===== src/occr_consts.vh =====
`ifndef OCCR_CONSTS_VH
`define OCCR_CONSTS_VH

// register offsets on the control port
`define OCCR_SOFT_RESET 8'h0A
`define OCCR_PERF_MON 8'h0B
`define OCCR_LOOPBACK_SELECT 8'h0C
`define OCCR_LOSS_ALARM_STANDARD_SELECT 8'h0D
`define OCCR_AUTO_ALL_ONES_ENABLE 8'h0E
`define OCCR_GLOBAL_CONTROL 8'h0F
`define OCCR_WAVE_PHASE_ADDR 8'h17

// reset value of every register in the group
`define OCCR_REG_RESET 8'h00

// global control fields
`define OCCR_GC_AUTO_INC 7
`define OCCR_GC_RX_ALARM_INSERT_EN 6
`define OCCR_GC_RSVD 5
`define OCCR_GC_LINE_CODE_SELECT 4
`define OCCR_GC_FIFO_LEN 3
`define OCCR_GC_JA_CORNER_SEL 2
`define OCCR_GC_JA_POS_HI 1
`define OCCR_GC_JA_POS_LO 0
// writable bits of global control, bit 5 reserved
`define OCCR_GC_MASK 8'hDF

// jitter attenuator position codes
`define OCCR_JA_POS_TX 2'b01
`define OCCR_JA_POS_OFF 2'b10
`define OCCR_JA_POS_RX 2'b11

// performance monitor select field
`define OCCR_PM_MASK 8'h0F
`define OCCR_PM_TX_BIT 3

// phase sample portion of the waveform phase address register
`define OCCR_PHASE_MSB 4
`define OCCR_PHASE_MASK 8'h1F

// jitter attenuator fifo depths in bits
`define OCCR_FIFO_SHORT 7'h20
`define OCCR_FIFO_LONG 7'h40

`endif


===== src/occr_chan.v =====
`timescale 1ns/1ps
// per channel steering, outputs registered
module occr_chan
(
  input wire mclk,
  input wire rst,
  input wire e1_mode,
  input wire loopback_bit,
  input wire standard_bit,
  input wire all_ones_bit,
  input wire rx_alarm_insert_en,
  input wire los,
  output reg loopback_en,
  output reg los_std_etsi,
  output reg transmit_all_ones,
  output reg rx_ais_insert
);

  always @(posedge mclk)
  begin
    if (rst)
    begin
      loopback_en <= 1'b0;
      los_std_etsi <= 1'b0;
      transmit_all_ones <= 1'b0;
      rx_ais_insert <= 1'b0;
    end
    else
    begin
      loopback_en <= loopback_bit; // RULE1
      // t1/j1 always uses the t1.231 criteria, so the bit is masked
      los_std_etsi <= e1_mode & standard_bit; // RULE3 RULE4
      transmit_all_ones <= all_ones_bit & los; // RULE5
      rx_ais_insert <= rx_alarm_insert_en & los; // RULE9
    end
  end

endmodule


===== src/occr_regs.v =====
// Operation
// RULE1: a one in loopback bit n puts channel n in digital loopback.
// RULE2: every register here resets to zero on power-up or any reset.
// RULE3: in t1/j1 mode the standard bit is ignored, t1.231 criteria used.
// RULE4: in e1 mode bit n one selects etsi, zero selects g.775.
// RULE5: auto all ones bit plus loss of signal sends all ones.
// RULE6: global control settings apply to all eight channels at once.
// RULE7: global bit 7 makes phase address increment after each access.
// RULE8: software sets global bit 7 before enabling the waveform table.
// RULE9: global bit 6 enables ais insertion on loss of signal, all paths; the code inserts only in the receive path (rx_ais_insert).
// RULE10: software writes zero to reserved global bit 5.
// RULE11: global bit 4 zero picks b8zs/hdb3, one picks ami.
// RULE12: global bit 3 sets attenuator fifo to 32 or 64 bits.
// RULE13: global bit 2 selects low or high attenuator corner frequency.
// RULE14: position 01 transmit, 10 disabled, 11 receive path.
// RULE15: monitor low nibble picks observed rx/tx channel, zero disables.
// RULE16: reserved global bits read zero and steer nothing.
`timescale 1ns/1ps
`include "occr_consts.vh"
module occr_regs
#(
  parameter NCH = 8
)
(
  input wire mclk,
  input wire rst,
  input wire [7:0] cpu_addr,
  input wire [7:0] cpu_wdata,
  input wire cpu_wr,
  input wire cpu_rd,
  output reg [7:0] cpu_rdata,
  input wire e1_mode_pin,
  input wire [NCH-1:0] los,
  output wire [NCH-1:0] loopback_en,
  output wire [NCH-1:0] los_std_etsi,
  output wire [NCH-1:0] transmit_all_ones,
  output wire [NCH-1:0] rx_ais_insert,
  output wire waveform_auto_inc,
  output wire line_code_ami,
  output wire [6:0] ja_fifo_depth,
  output wire ja_corner_high,
  output wire ja_in_tx,
  output wire ja_in_rx,
  output wire mon_enable,
  output wire mon_tx,
  output wire [2:0] mon_chan,
  output wire [7:0] wave_phase_addr
);

  reg [7:0] perf_mon_q;
  reg [7:0] perf_mon_d;
  reg [7:0] loopback_q;
  reg [7:0] loopback_d;
  reg [7:0] standard_q;
  reg [7:0] standard_d;
  reg [7:0] all_ones_q;
  reg [7:0] all_ones_d;
  reg [7:0] global_q;
  reg [7:0] global_d;
  reg [7:0] phase_q;
  reg [7:0] phase_d;
  reg [7:0] rdata_d;
  reg e1_meta_q;
  reg e1_sync_q;
  wire soft_rst;
  wire phase_hit;
  wire [1:0] ja_pos;

  // bump only the phase sample field, upper address bits stay put
  function [7:0] phase_bump;
    input [7:0] addr;
    begin
      phase_bump = (addr & ~`OCCR_PHASE_MASK) |
        ((addr + 8'h01) & `OCCR_PHASE_MASK);
    end
  endfunction

  function hit;
    input [7:0] addr;
    input [7:0] offset;
    begin
      hit = (addr == offset);
    end
  endfunction

  // any write to the soft reset offset restores all defaults
  assign soft_rst = cpu_wr & hit(cpu_addr, `OCCR_SOFT_RESET); // RULE2
  assign phase_hit = (cpu_wr | cpu_rd) &
    hit(cpu_addr, `OCCR_WAVE_PHASE_ADDR);

  always @*
  begin
    perf_mon_d = perf_mon_q;
    loopback_d = loopback_q;
    standard_d = standard_q;
    all_ones_d = all_ones_q;
    global_d = global_q;
    phase_d = phase_q;
    if (cpu_wr)
    begin
      if (hit(cpu_addr, `OCCR_PERF_MON))
        perf_mon_d = cpu_wdata & `OCCR_PM_MASK;
      if (hit(cpu_addr, `OCCR_LOOPBACK_SELECT))
        loopback_d = cpu_wdata; // RULE1
      if (hit(cpu_addr, `OCCR_LOSS_ALARM_STANDARD_SELECT))
        standard_d = cpu_wdata; // RULE4
      if (hit(cpu_addr, `OCCR_AUTO_ALL_ONES_ENABLE))
        all_ones_d = cpu_wdata; // RULE5
      // reserved bit is never stored, so it cannot steer anything
      if (hit(cpu_addr, `OCCR_GLOBAL_CONTROL))
        global_d = cpu_wdata & `OCCR_GC_MASK; // RULE16
    end
    if (phase_hit)
    begin
      // a write lands first; the bump models the post-access step
      if (cpu_wr)
        phase_d = cpu_wdata;
      if (global_q[`OCCR_GC_AUTO_INC])
        phase_d = phase_bump(cpu_wr ? cpu_wdata : phase_q); // RULE7
    end
  end

  always @*
  begin
    rdata_d = 8'h00;
    case (cpu_addr)
      `OCCR_PERF_MON: rdata_d = perf_mon_q;
      `OCCR_LOOPBACK_SELECT: rdata_d = loopback_q;
      `OCCR_LOSS_ALARM_STANDARD_SELECT: rdata_d = standard_q;
      `OCCR_AUTO_ALL_ONES_ENABLE: rdata_d = all_ones_q;
      `OCCR_GLOBAL_CONTROL: rdata_d = global_q & `OCCR_GC_MASK; // RULE16
      `OCCR_WAVE_PHASE_ADDR: rdata_d = phase_q;
      default: rdata_d = 8'h00;
    endcase
  end

  always @(posedge mclk)
  begin
    if (rst || soft_rst)
    begin
      perf_mon_q <= `OCCR_REG_RESET; // RULE2
      loopback_q <= `OCCR_REG_RESET; // RULE2
      standard_q <= `OCCR_REG_RESET; // RULE2
      all_ones_q <= `OCCR_REG_RESET; // RULE2
      global_q <= `OCCR_REG_RESET; // RULE2
      phase_q <= `OCCR_REG_RESET; // RULE2
    end
    else
    begin
      perf_mon_q <= perf_mon_d;
      loopback_q <= loopback_d;
      standard_q <= standard_d;
      all_ones_q <= all_ones_d;
      global_q <= global_d;
      phase_q <= phase_d;
    end
  end

  // read data is sampled before the same cycle's write takes effect
  always @(posedge mclk)
  begin
    if (rst)
      cpu_rdata <= 8'h00;
    else if (cpu_rd)
      cpu_rdata <= rdata_d;
  end

  // the mode strap comes from a pin and crosses into mclk
  always @(posedge mclk)
  begin
    if (rst)
    begin
      e1_meta_q <= 1'b0;
      e1_sync_q <= 1'b0;
    end
    else
    begin
      e1_meta_q <= e1_mode_pin;
      e1_sync_q <= e1_meta_q;
    end
  end

  genvar g;
  generate
    for (g = 0; g < NCH; g = g + 1)
    begin : ch
      occr_chan u_chan
      (
        .mclk(mclk),
        .rst(rst),
        .e1_mode(e1_sync_q),
        .loopback_bit(loopback_q[g]),
        .standard_bit(standard_q[g]),
        .all_ones_bit(all_ones_q[g]),
        .rx_alarm_insert_en(global_q[`OCCR_GC_RX_ALARM_INSERT_EN]), // RULE6
        .los(los[g]),
        .loopback_en(loopback_en[g]),
        .los_std_etsi(los_std_etsi[g]),
        .transmit_all_ones(transmit_all_ones[g]),
        .rx_ais_insert(rx_ais_insert[g])
      );
    end
  endgenerate

  // global outputs are single shared wires seen by every channel
  assign waveform_auto_inc = global_q[`OCCR_GC_AUTO_INC]; // RULE7 RULE6
  assign line_code_ami = global_q[`OCCR_GC_LINE_CODE_SELECT]; // RULE11
  assign ja_fifo_depth = global_q[`OCCR_GC_FIFO_LEN] ?
    `OCCR_FIFO_LONG : `OCCR_FIFO_SHORT; // RULE12
  // corner value itself depends on e1/t1 mode in the attenuator
  assign ja_corner_high = global_q[`OCCR_GC_JA_CORNER_SEL]; // RULE13
  assign ja_pos = {global_q[`OCCR_GC_JA_POS_HI],
    global_q[`OCCR_GC_JA_POS_LO]};
  // code 00 is left unplaced, treated as neither path
  assign ja_in_tx = (ja_pos == `OCCR_JA_POS_TX); // RULE14
  assign ja_in_rx = (ja_pos == `OCCR_JA_POS_RX); // RULE14

  // codes x000 disable, low three bits name channel 1 to 7
  assign mon_chan = perf_mon_q[2:0]; // RULE15
  assign mon_enable = (perf_mon_q[2:0] != 3'b000); // RULE15
  assign mon_tx = perf_mon_q[`OCCR_PM_TX_BIT]; // RULE15

  assign wave_phase_addr = phase_q;

endmodule


===== config.mk =====
export PLATFORM = sky130hd
export DESIGN_NAME = occr_regs
export DESIGN_NICKNAME = d
export VERILOG_FILES = /design/src/occr_chan.v /design/src/occr_regs.v
export VERILOG_INCLUDE_DIRS = /design/src /design/src/src
export SDC_FILE = /design/constraint.sdc
export NUM_CORES = 1
export LEC_CHECK = 0
export ABC_AREA = 1
export BUFFER_PORTS_ARGS = -buffer_cell sky130_fd_sc_hd__buf_4
export CORE_MARGIN = 2
export CORE_UTILIZATION = 52
export DETAILED_ROUTE_END_ITERATION = 6
export GPL_TIMING_DRIVEN = 0
export PLACE_DENSITY = 0.76
export SLEW_MARGIN = 30
export SYNTH_ARGS = -nofsm -noshare
export SYNTH_HDL_FRONTEND = slang
export SYNTH_HIERARCHICAL = 1
export SYNTH_SLANG_ARGS = --single-unit

===== constraint.sdc =====
create_clock -name mclk -period 1.63 [get_ports mclk]
set_input_delay 0.4075 -clock mclk [delete_from_list [all_inputs] [get_ports mclk]]
set_output_delay 0.4075 -clock mclk [all_outputs]
set_load 0.01 [all_outputs]

# Word-level counts from Yosys, hierarchy flattened
# Cells that the tools add are included.
[word_totals]
ff_bits = 85
latch_bits = 0
mem_bits_rw = 0
rom_bits = 0
inputBits = 29
wordCells = 90
n_memories = 0
[classes]
n_addsub = 1
multipliers = 0
div_mod_pow = 0
order_cmp = 0
n_eq_ne = 9
shifts = 0
n_mux = 4
n_bitwise = 28
n_reduce_logical = 7
[ops]
columns = ["cell", "count"]
rows = [
  ["$eq 8x4->1 const B", 6],
  ["$pmux 8 s6", 1],
  ["$and 1x1->1", 26],
  ["$mux 8", 2],
  ["$reduce_and 2->1", 5],
  ["$eq 8x5->1 const B", 1],
  ["$or 8x5->8", 1],
  ["$mux 7", 1],
  ["$add 5x1->5 const B", 1],
  ["$reduce_bool 3->1", 1],
  ["$eq 2x1->1 const B", 1],
  ["$eq 2x2->1 const B", 1],
  ["$logic_or 1x1->1", 1],
  ["$or 1x1->1", 1],
]

# Longest topological paths before layout
# Gate-level depths: netlist (run 1).
[logic_depth]
ltp_word = 4
depth_mapped = 9
depth_no_buf = 9

# Modules after synthesis
# The synthesis (run 1) kept the hierarchy.
[modules_own_cells]
columns = ["module", "n_inst", "cells_per_inst", "area_per_inst_um2", "seq_area_each_um2"]
rows = [
  ["occr_regs", 1, 362, 2562.5, 1061.0],
  ["occr_chan", 8, 12, 112.6, 80.1],
]

# Worst setup path before layout (run 1)
# Ideal clock, no wire load.
[synth_path]
kind = "input-to-reg"
from = "in cpu_wr"
to = "reg phase_q[4], in the netlist wave_phase_addr[4]"
setup_time_ps = 70
t_arrival_ps = 1397
required_ps = 1560
path_slack_ps = 164
stages = 8
path_buffers = 1
cell_sequence = "buf_6 nand2_1 o21ai_0 ha_1 nand2_1 nand3b_1 or2_0 a21oi_1"
[synth_between]
elab_chain_cells = 4
elab_cells_between_ends = 8
cone_classes = "1 x add/sub; 2 x mux; 4 x bitwise; 1 x reduce/logical"
[synth_rtl]
columns = ["item", "line_no", "rtl"]
rows = [
  ["start, declared", "occr_regs.v:29", "input wire cpu_wr,"],
  ["$mux 8", "-", ""],
  ["$add 5x1->5", "occr_regs.v:74", "((addr + 8'h01) & `OCCR_PHASE_MASK);"],
  ["$or 8x5->8", "occr_regs.v:73", "phase_bump = (addr & ~`OCCR_PHASE_MASK) |"],
  ["$mux 8", "occr_regs.v:118", "if (global_q[`OCCR_GC_AUTO_INC])"],
  ["end signal, assigned", "occr_regs.v:146", "phase_q <= `OCCR_REG_RESET;"],
  ["end signal, assigned", "occr_regs.v:155", "phase_q <= phase_d;"],
  ["end, declared", "occr_regs.v:60", "reg [7:0] phase_q;"],
]
# Parallel ways exist; a longest one is shown, timed or not.
# A chain may end at the register's enable or synchronous reset.

# Final worst setup path (run 1)
[layout_path]
from = "reg phase_q[0], in the netlist wave_phase_addr[0]"
to = "reg phase_q[4], in the netlist wave_phase_addr[4]"
[layout_between]
elab_chain_cells = 4
[layout_rtl]
columns = ["item", "line_no"]
rows = [
  ["$mux 8", "-"],
  ["$add 5x1->5", "occr_regs.v:74"],
  ["$or 8x5->8", "occr_regs.v:73"],
  ["$mux 8", "occr_regs.v:118"],
]
# Every way passes these cells.

==> results of run 1 <==
worst max path at each step:
stage                                      endpoint  slack (ns)                            start  depth (start not counted)
floorplan           wave_phase_addr[4]$_SDFFE_PP0P_        0.16                           cpu_wr                          8
global placement           global_q[7]$_SDFFE_PP0P_       -0.12                      cpu_addr[7]                          8
detailed placement       perf_mon_q[0]$_SDFFE_PP0P_       -0.16                              rst                          6
CTS                 wave_phase_addr[4]$_SDFFE_PP0P_        0.04  wave_phase_addr[1]$_SDFFE_PP0P_                          7
global route        wave_phase_addr[4]$_SDFFE_PP0P_        0.03  wave_phase_addr[0]$_SDFFE_PP0P_                          7
finish              wave_phase_addr[4]$_SDFFE_PP0P_        0.13  wave_phase_addr[0]$_SDFFE_PP0P_                          7
area by class of cell:
| class | instances | area [µm²] |
|---|---|---|
| clock inverters | 6 | 45.0 |
| clock buffers | 10 | 138 |
| well taps | 77 | 96.3 |
| plain buffers | 15 | 111 |
| repair buffers | 87 | 653 |
| fillers | 540 | 1970 |
| multi-input cells | 311 | 1480 |
| flip-flops and latches | 85 | 1700 |
| inverters | 51 | 191 |
what timing repair did:
| item | in CTS | in global routing |
|---|---|---|
| setup endpoints to repair | 0 | 2 |
| resized for setup | 0 | 3 |
| hold buffers | 0 | 0 |
metrics by stage:
stage / utilization / worst slack [ns] / power (W) / instance area [µm²] / setup TNS (ns)
final: 0.692 / 0.128 / 0.00373 / 4420 / 0
after detailed placement: 0.662 / -0.157 / 0.00238 / 4230 / -4.41
after floorplan: - / 0.164 / 0.00225 / 3480 / 0
after CTS: 0.691 / 0.0417 / 0.00374 / 4410 / 0
after global routing: 0.692 / 0.0285 / 0.00387 / 4420 / 0
after global placement: 0.662 / -0.123 / 0.00238 / 4230 / -3.26
placed cells by master (no fill, tap or decap), drive strengths merged:
master	n
nand3	24
or2	2
conb	5
buf	102
o21ai	27
o21bai	3
nor2	68
nand3b	1
clkinv	1
a211oi	9
xor2	1
a21oi	47
mux2	1
clkinvlp	3
o22ai	5
clkbuf	10
inv	53
nand4	3
ha	1
dfxtp	85
nor3	1
nand2	113
flip-flops by register name, indices dropped and copies added, names as in the netlist, named ones only:
name                         flops
global_q                         7
ch.u_chan/los_std_etsi           8
ch.u_chan/rx_ais_insert          8
ch.u_chan/transmit_all_ones      8
e1_meta_q                        1
cpu_rdata                        8
wave_phase_addr                  5
loopback_q                       8
all_ones_q                       8
ch.u_chan/loopback_en            8
e1_sync_q                        1
standard_q                       8
perf_mon_q                       4
power breakdown:
part,switching (W),total [W],internal [W]
clock network,0.000789,0.00139,0.000603
registers,0.00000694,0.00209,0.00208
logic,0.000158,0.000250,0.0000925
kinds of logic (layout without fill, tap and decap cells):
group           Yosys count  after routing
mux                       1              1
compound gates           91             91
xor+xnor                  1              1
other cells               1              5
fa+ha+maj                 1              1
flops                    85             85
buf+inv                  66            169
simple gates            212            212
worst register-to-register path, cell delays in order, from the launching register on:
cell and delay [ns]:
dfxtp_1 0.38, inv_1 0.10, o21ai_2 0.16, ha_1 0.17, nand2_1 0.07, nand3b_1 0.20, or2_0 0.23, a21oi_1 0.12
layer usage:
layer | part of all wire | up-vias | wire, µm | GRT usage
met3 | 0.085 | 32 | 805 | 0.0500
met1 | 0.44 | 1550 | 4140 | 0.358
met4 | 0.030 | 0 | 286 | 0.127
met5 | 0 | - | 0 | 0
li1 | - | 1659 | - | -
met2 | 0.45 | 160 | 4260 | 0.396
==> impl_metrics.csv, run 1 <==
group,metric,value,unit
setup_path,cp_data_required_time,1.92,ns
hold_path,hold_end,"e1_meta_q$_SDFF_PP0_",
yosys,netlist-cell-type-count,28,
timing,finalCriticalPeriod,1.50,ns
routing,vias_per_cell,5.30,
timing,finalMaxSlewViolations,0,
setup_path,critPathArrivalTime,1.79,ns
routing,routed_wirelength,9500,µm
die,die_area,7330,µm²
grt,grt_pass1_vias,2999,
setup_path,reg2reg_setup_slack,0.13,ns
setup_path,cp_top_family,"simple AND/OR/NAND/NOR gates",
setup_path,rr_worst_depth,7,
clock_network,clkLatencyLatePin,0.36,ns
final_layout,layout.nets,590,
final_layout,fin_cells,642,
routing,firstDrtPassIters,5,
status,status,"finished clean",
final_layout,antenna_cells,0,
yosys,synthSimpleGateAreaFrac,0.269,
timing,skew,0.00875,ns
grt,antenna_found_initial,0,
placement,gp_congestion,0.924,
yosys,synthCells,458,
placement,hpwl,7100,µm
routing,wl_per_cell,14.8,µm
setup_path,worstReg2RegEnd,"wave_phase_addr[4]$_SDFFE_PP0P_",
yosys,yosysTopAreaCell,"dfxtp_1",
routing,final_antenna_net_count,0,
yosys,synth_edf_count,0,
timing,final_hold_viol_count,0,
hold_path,whs_path_depth,3,
timing,setup_viol,0,
die,die_w,85.6,µm
yosys,synthXorXnorAreaFrac,0.00253,
final_layout,drive_gt1_frac,0.262,
timing,timing.fmax,0.666,GHz
clock_network,cts_buffer_depth,2,
yosys,synth_area,3460,µm²
yosys,synth_flop_cell,"dfxtp_1",
power_and_ir_drop,ir_drop,0.594,mV
timing,hold-worst-slack,0.251,ns
die,design.core.area,6390,µm²
timing,min_period_over_period,0.921,
yosys,synthAdderAreaFrac,0.00361,
run,drv_cap,0,
grt,grt_max_degree,40,
yosys,synth_compound_area_frac,0.142,
setup_path,max_stage_delay,0.38,ns
power_and_ir_drop,p_leak,1.87,nW
setup_path,r2r-start,"wave_phase_addr[0]$_SDFFE_PP0P_",
yosys,synth_warnings,6,
hold_path,hp-class,"primary input to flip-flop",
clock_network,numCtsBuffers,9,
yosys,synthMuxAreaShare,0.00325,
hold_path,holdCritStartpoint,"e1_mode_pin",
yosys,synth_common_cells,"nand2_1, dfxtp_1, nor2_1",
die,rows,29,
die,die_y,85.6,µm
routing,drc,0,
setup_path,cp_slowest_cell,"dfxtp_1",
setup_path,worstSetupPathType,"flip-flop to flip-flop",
clock_network,clock_sinks,85,
power_and_ir_drop,p_per_area,845,nW/µm²
yosys,ys_top_cells_by_area,"dfxtp_1, nand2_1, a21oi_1",
placement,dp_cells,626,
clock_network,post_cts_buffers,0,
timing,rsz0062_at_grt,"no",
yosys,async_flop_share,0,
yosys,synthMostInstantiatedCell,"nand2_1",
grt,grt-ovfl-total,0,
clock_network,cts_root_buf,"clkbuf_8",
routing,drt_iter0_markers,211,
setup_path,critPathBufInv,1,
routing,vias,3401,
final_layout,syn2layout_area_growth,27.6,%
setup_path,worstPathMaxFanout,3,
die,ioPinCount,94,
grt,grt_pass1_wl,14700,µm
yosys,yosys_register_bits,85,
yosys,synth_top_area_share,0.491,
grt,grt_usage,0.261,
yosys,synth_top_family_by_area,"simple AND/OR/NAND/NOR gates",
clock_network,clk_pin_slew_worst_paths,0.09,ns
die,start_util,0.542,
setup_path,crit_path_end_kind,"flip-flop",
yosys,syn_avg_cell_area,7.56,µm²
setup_path,critPathLaunchType,"flip-flop",
setup_path,crit_chain,"inv_1, o21ai_2, ha_1, nand2_1, nand3b_1, or2_0, a21oi_1",
placement,numPortBuffers,87,
yosys,seq_area_frac_synth,0.491,
clock_network,tritoncts,"yes",
clock_network,htreeDepth,3,
Power figures use the tool's default switching activity.
==> run 2, diff against run 1 <==
Settings changed: CORE_UTILIZATION 52 to 38, PLACE_DENSITY 0.76 to 0.58.
==> impl_metrics.csv, run 2 (synthesis gave the netlist of run 1 again) <==
group,metric,value,unit
status,status,"finished clean",
placement,gp_congestion,0.902,
clock_network,hold_buffers,0,
power_and_ir_drop,p_leak,1.90,nW
routing,routed_wirelength,9340,µm
grt,grt_usage,0.195,
routing,final_antenna_net_count,0,
setup_path,critPathArrivalTime,1.81,ns
clock_network,clk_pin_slew_worst_paths,0.09,ns
setup_path,crit_path_end_kind,"flip-flop",
grt,grt_pass1_vias,3055,
power_and_ir_drop,ir_drop,0.406,mV
final_layout,regArea,1700,µm²
power_and_ir_drop,pwr-share-clk,0.421,
final_layout,final_cell_mix,"nand2_1, buf_4, dfxtp_1",
final_layout,utilization,0.512,
clock_network,htreeDepth,3,
die,die_y,99.5,µm
final_layout,multi_input_area,1480,µm²
setup_path,r2r-start,"wave_phase_addr[1]$_SDFFE_PP0P_",
hold_path,holdCritStartpoint,"e1_mode_pin",
die,die_w,99.5,µm
power_and_ir_drop,p_per_area,898,nW/µm²
placement,place_area,4270,µm²
clock_network,cts_buffer_depth,2,
setup_path,worstSetupPathType,"flip-flop to flip-flop",
timing,final_hold_viol_count,0,
setup_path,cp-startpoint,"wave_phase_addr[1]$_SDFFE_PP0P_",
setup_path,worstReg2RegEnd,"wave_phase_addr[4]$_SDFFE_PP0P_",
die,rows,34,
final_layout,syn2layout_area_growth,29.7,%
die,ioPinCount,94,
clock_network,clkLatencyLatePin,0.37,ns
routing,wl_per_cell,13.9,µm
routing,firstDrtPassIters,4,
die,die_area,9890,µm²
routing,vias_per_cell,4.75,
final_layout,num-fill-cells,891,
final_layout,layout.nets,590,
grt,antenna_found_initial,0,
clock_network,numCtsBuffers,9,
placement,hpwl,7100,µm
final_layout,stdcell_area,4490,µm²
clock_network,cts_root_buf,"clkbuf_8",
timing,setup_viol,0,
power_and_ir_drop,switching_share,0.236,
setup_path,reg2reg_setup_slack,0.12,ns
grt,grt_max_degree,40,
final_layout,antenna_cells,0,
die,start_util,0.395,
placement,numPortBuffers,87,
grt,grt-ovfl-total,0,
die,design.core.area,8760,µm²
routing,vias,3195,
timing,timing.fmax,0.661,GHz
timing,finalCriticalPeriod,1.51,ns
timing,min_period_over_period,0.929,
power_and_ir_drop,p_seq_frac,0.518,
clock_network,clock_sinks,85,
routing,drc,0,
setup_path,worstPathMaxFanout,3,
routing,drt_iter0_markers,180,
hold_path,hp-class,"primary input to flip-flop",
power_and_ir_drop,intPower,0.00308,W
grt,grt_pass1_wl,15000,µm
power_and_ir_drop,netSwitchingPower,0.000952,W
setup_path,cp_data_required_time,1.93,ns
run,drv_cap,0,
final_layout,mostFrequentLayoutCell,"nand2_1",
setup_path,crit_end,"wave_phase_addr[4]$_SDFFE_PP0P_",
timing,skew,0.00985,ns
timing,rsz0062_at_grt,"no",
final_layout,drive_gt1_frac,0.259,
power_and_ir_drop,pwr-share-comb,0.061,
setup_path,critPathLaunchType,"flip-flop",
setup_path,rr_worst_depth,7,
timing,finalMaxSlewViolations,0,
clock_network,tritoncts,"yes",
==> run 2: how the worst min path moves through the flow <==
| stage | to | slack (ns) | depth (start not counted) |
|---|---|---|---|
| 2_1_floorplan | e1_sync_q$_SDFF_PP0_ | 0.39 | 2 |
| 3_3_place_gp | e1_sync_q$_SDFF_PP0_ | 0.40 | 2 |
| 3_5_place_dp | e1_sync_q$_SDFF_PP0_ | 0.40 | 2 |
| 4_1_cts | ch[5].u_chan/transmit_all_ones$_SDFF_PP0_ | 0.26 | 3 |
| 5_1_grt | ch[4].u_chan/transmit_all_ones$_SDFF_PP0_ | 0.26 | 3 |
| 6_report | e1_meta_q$_SDFF_PP0_ | 0.26 | 3 |
==> run 2: metal layers <==
metal / vias to the layer above / wire [µm] / global-route usage
li1: 1664 / - / -
met1: 1404 / 4270 / 0.272
met2: 112 / 4180 / 0.307
met3: 15 / 736 / 0.0316
met4: 0 / 161 / 0.0706
met5: - / 0 / 0
==> run 2: power groups by stage <==
stage          clock [W]  combinational, W  sequential [W]
2_1_floorplan          0          0.000110         0.00214
3_3_place_gp           0          0.000242         0.00214
3_5_place_dp           0          0.000244         0.00214
4_1_cts          0.00171          0.000245         0.00209
5_1_grt          0.00182          0.000272         0.00209
6_report         0.00170          0.000246         0.00209
==> run 2: worst max-delay path, cell delays in order, from the launching register on <==
cell and delay [ns]:
dfxtp_1 0.36, inv_1 0.08, o21ai_1 0.21, ha_1 0.18
nand2_1 0.07, nand3b_1 0.20, or2_0 0.22, a21oi_1 0.12
==> run 2: cell type report <==
cell class | count | share of cell area
repair buffers | 87 | 0.145
multi-input cells | 311 | 0.329
inverters | 51 | 0.0426
clock inverters | 5 | 0.0184
clock buffers | 10 | 0.0306
plain buffers | 15 | 0.0248
well taps | 108 | 0.0301
flip-flops and latches | 85 | 0.379
==> run 2: what timing repair did <==
item / CTS / global route
buffers inserted: 0 / 0
resized for setup: 0 / 2
endpoints found under the hold margin: 0 / 0
endpoints found under the setup margin: 0 / 2
==> run 2: metrics by stage <==
step           setup WS, ns  TNS (ns)  power, W  instances  hold WS [ns]
2_1_floorplan         0.164         0   0.00225        462         0.388
3_3_place_gp         -0.135     -3.56   0.00238        657         0.398
3_5_place_dp         -0.138     -4.00   0.00238        657         0.405
4_1_cts              0.0229         0   0.00405        672         0.259
5_1_grt              0.0111         0   0.00418        672         0.258
6_report              0.116         0   0.00403        672         0.258
==> run 3, diff against run 2 <==
Settings changed: PLACE_DENSITY 0.58 to 0.57, SYNTH_HIERARCHICAL 1 to not set.
==> impl_metrics.csv, run 3 <==
group,metric,value,unit
setup_path,rr_worst_depth,8,
yosys,ys_top_cells_by_area,"dfxtp_1, buf_4, inv_1",
grt,grt_usage,0.187,
timing,final_hold_viol_count,0,
clock_network,cts_root_buf,"clkbuf_8",
placement,numPortBuffers,88,
grt,grt_pass1_vias,3075,
hold_path,holdCritStartpoint,"rst",
setup_path,max_stage_delay,0.37,ns
setup_path,critPathBufInv,1,
setup_path,crit_path_end_kind,"flip-flop",
timing,finalCriticalPeriod,1.42,ns
clock_network,cts_resized,0,
setup_path,cp_slowest_cell,"dfxtp_1",
routing,vias,3301,
yosys,seq_area_frac_synth,0.446,
grt,grt_pass1_wl,15900,µm
clock_network,clk_pin_slew_worst_paths,0.09,ns
yosys,synthCells,475,
setup_path,critPathArrivalTime,1.68,ns
setup_path,crit_chain,"inv_1, o21ai_1, ha_1, nand2_1, nor2_1, nand2_1, xor2_1, a21oi_1",
hold_path,whs_path_depth,2,
die,rows,36,
grt,grt_max_degree,17,
die,die_y,104,µm
routing,drt_iter0_markers,189,
clock_network,clock_sinks,85,
final_layout,num-fill-cells,976,
die,design.core.area,9770,µm²
placement,pre_cts_slack,-0.0968,ns
routing,wl_per_cell,14.0,µm
die,die_area,10900,µm²
final_layout,drive_gt1_frac,0.336,
final_layout,antenna_cells,0,
routing,vias_per_cell,4.61,
grt,antenna_found_initial,0,
yosys,synth_warnings,0,
grt,grt-ovfl-total,0,
power_and_ir_drop,ir_drop,0.335,mV
routing,routed_wirelength,10000,µm
routing,firstDrtPassIters,4,
yosys,synth_area,3820,µm²
setup_path,r2r-start,"wave_phase_addr[1]$_SDFFE_PP0P_",
placement,gp_congestion,0.891,
yosys,async_flop_share,0,
yosys,synth_edf_count,0,
routing,final_antenna_net_count,0,
setup_path,cp_data_required_time,1.88,ns
clock_network,post_cts_buffers,0,
timing,timing.fmax,0.703,GHz
timing,skew,0.0118,ns
setup_path,cp-startpoint,"wave_phase_addr[1]$_SDFFE_PP0P_",
setup_path,critPathLaunchType,"flip-flop",
die,start_util,0.390,
routing,drc,0,
status,status,"finished clean",
clock_network,numCtsBuffers,9,
power_and_ir_drop,p_leak,2.23,nW
clock_network,cts_buffer_depth,2,
yosys,yosysTopAreaCell,"dfxtp_1",
die,die_w,104,µm
power_and_ir_drop,p_per_area,792,nW/µm²
timing,hold-worst-slack,0.239,ns
setup_path,cp_top_family,"flip-flops",
final_layout,layout.nets,608,
timing,min_period_over_period,0.872,
placement,hpwl,7720,µm
clock_network,tritoncts,"yes",
clock_network,hold_buffers,0,
setup_path,worstSetupPathType,"flip-flop to flip-flop",
setup_path,critPathMostFrequentCell,"nand2_1",
final_layout,final_cell_mix,"buf_4, dfxtp_1, inv_1",
final_layout,syn2layout_area_growth,27.1,%
clock_network,clkLatencyLatePin,0.37,ns
timing,rsz0062_at_grt,"no",
hold_path,hp-class,"primary input to flip-flop",
yosys,synth_flop_cell,"dfxtp_1",
die,ioPinCount,94,
yosys,synth_top_area_share,0.446,
setup_path,worstPathMaxFanout,3,
yosys,yosys_register_bits,85,
timing,setup_viol,0,
yosys,netlist-cell-type-count,34,
yosys,syn_avg_cell_area,8.03,µm²
timing,fin_ws,0.208,ns
yosys,synthMostInstantiatedCell,"dfxtp_1",
timing,finalMaxSlewViolations,0,
run,drv_cap,0,
final_layout,mostFrequentLayoutCell,"buf_4",
setup_path,critical_path_cell_count,8,
yosys,synth_common_cells,"dfxtp_1, inv_1, nand2_1",
clock_network,htreeDepth,3,
## run 3: cell count changes in the layout (fill, tap and decap cells not counted), sizes merged, moves of 2 or more
cell,before,now
a211oi,9,6
a21oi,47,45
buf,102,136
bufinv,2,0
clkbuf,10,14
inv,53,68
nand2,113,58
nand3,24,32
nand4,3,1
nor2,68,57
nor3,1,14
o21ai,27,48
## run 3: through the flow
step | instances | util | cell area, µm² | total power, W | setup TNS [ns]
after floorplan | 479 | - | 3830 | 0.00230 | 0
after global placement | 700 | 0.477 | 4660 | 0.00244 | -2.38
after detailed placement | 700 | 0.477 | 4660 | 0.00244 | -2.79
after CTS | 716 | 0.496 | 4850 | 0.00388 | 0
after global routing | 716 | 0.496 | 4850 | 0.00400 | 0
final | 716 | 0.496 | 4850 | 0.00384 | 0
## run 3: final timing paths
| path | to | slack (ns) |
|---|---|---|
| min reg2reg | e1_sync_q$_SDFF_PP0_ | 0.41 |
| max reg2reg | wave_phase_addr[4]$_SDFFE_PP0P_ | 0.21 |
| max | wave_phase_addr[4]$_SDFFE_PP0P_ | 0.21 |
| min | ch[6].u_chan.transmit_all_ones$_SDFF_PP0_ | 0.24 |
## run 3: logic make-up (layout without fill, tap and decap cells)
kind of cell,count (synthesis),after routing,synth area share
other cells,1,5,0.000983
flops,85,85,0.446
compound gates,106,106,0.163
buf+inv,117,221,0.163
fa+ha+maj,1,1,0.00328
simple gates,163,163,0.220
xor+xnor,2,2,0.00459
## run 3: layout make-up
class	count	area, µm²	share of cell area
Clock inverter	6	53.8	0.0111
Timing Repair Buffer	88	661	0.136
Sequential cell	85	1700	0.351
Inverter	65	249	0.0513
Buffer	52	372	0.0766
Multi-Input combinational cell	277	1510	0.311
Tap cell	133	166	0.0343
Clock buffer	10	138	0.0284
## run 3: worst reg2reg max path, stage by stage (launching register included)
cell     delay [ns]
dfxtp_1        0.37
inv_1          0.06
o21ai_1        0.22
ha_1           0.18
nand2_1        0.08
nor2_1         0.12
nand2_1        0.07
xor2_1         0.14
a21oi_1        0.07
## run 3: metal layers
metal	vias up	wire, µm	track usage
li1	1694	-	-
met1	1484	4670	0.253
met2	106	4440	0.297
met3	17	660	0.0464
met4	0	238	0.0531
met5	-	0	0
## run 3: where the power goes
group          switching, W  internal [W]
Combinational      0.000190      0.000108
Clock              0.000827      0.000622
Sequential       0.00000751       0.00208
Total               0.00103       0.00281
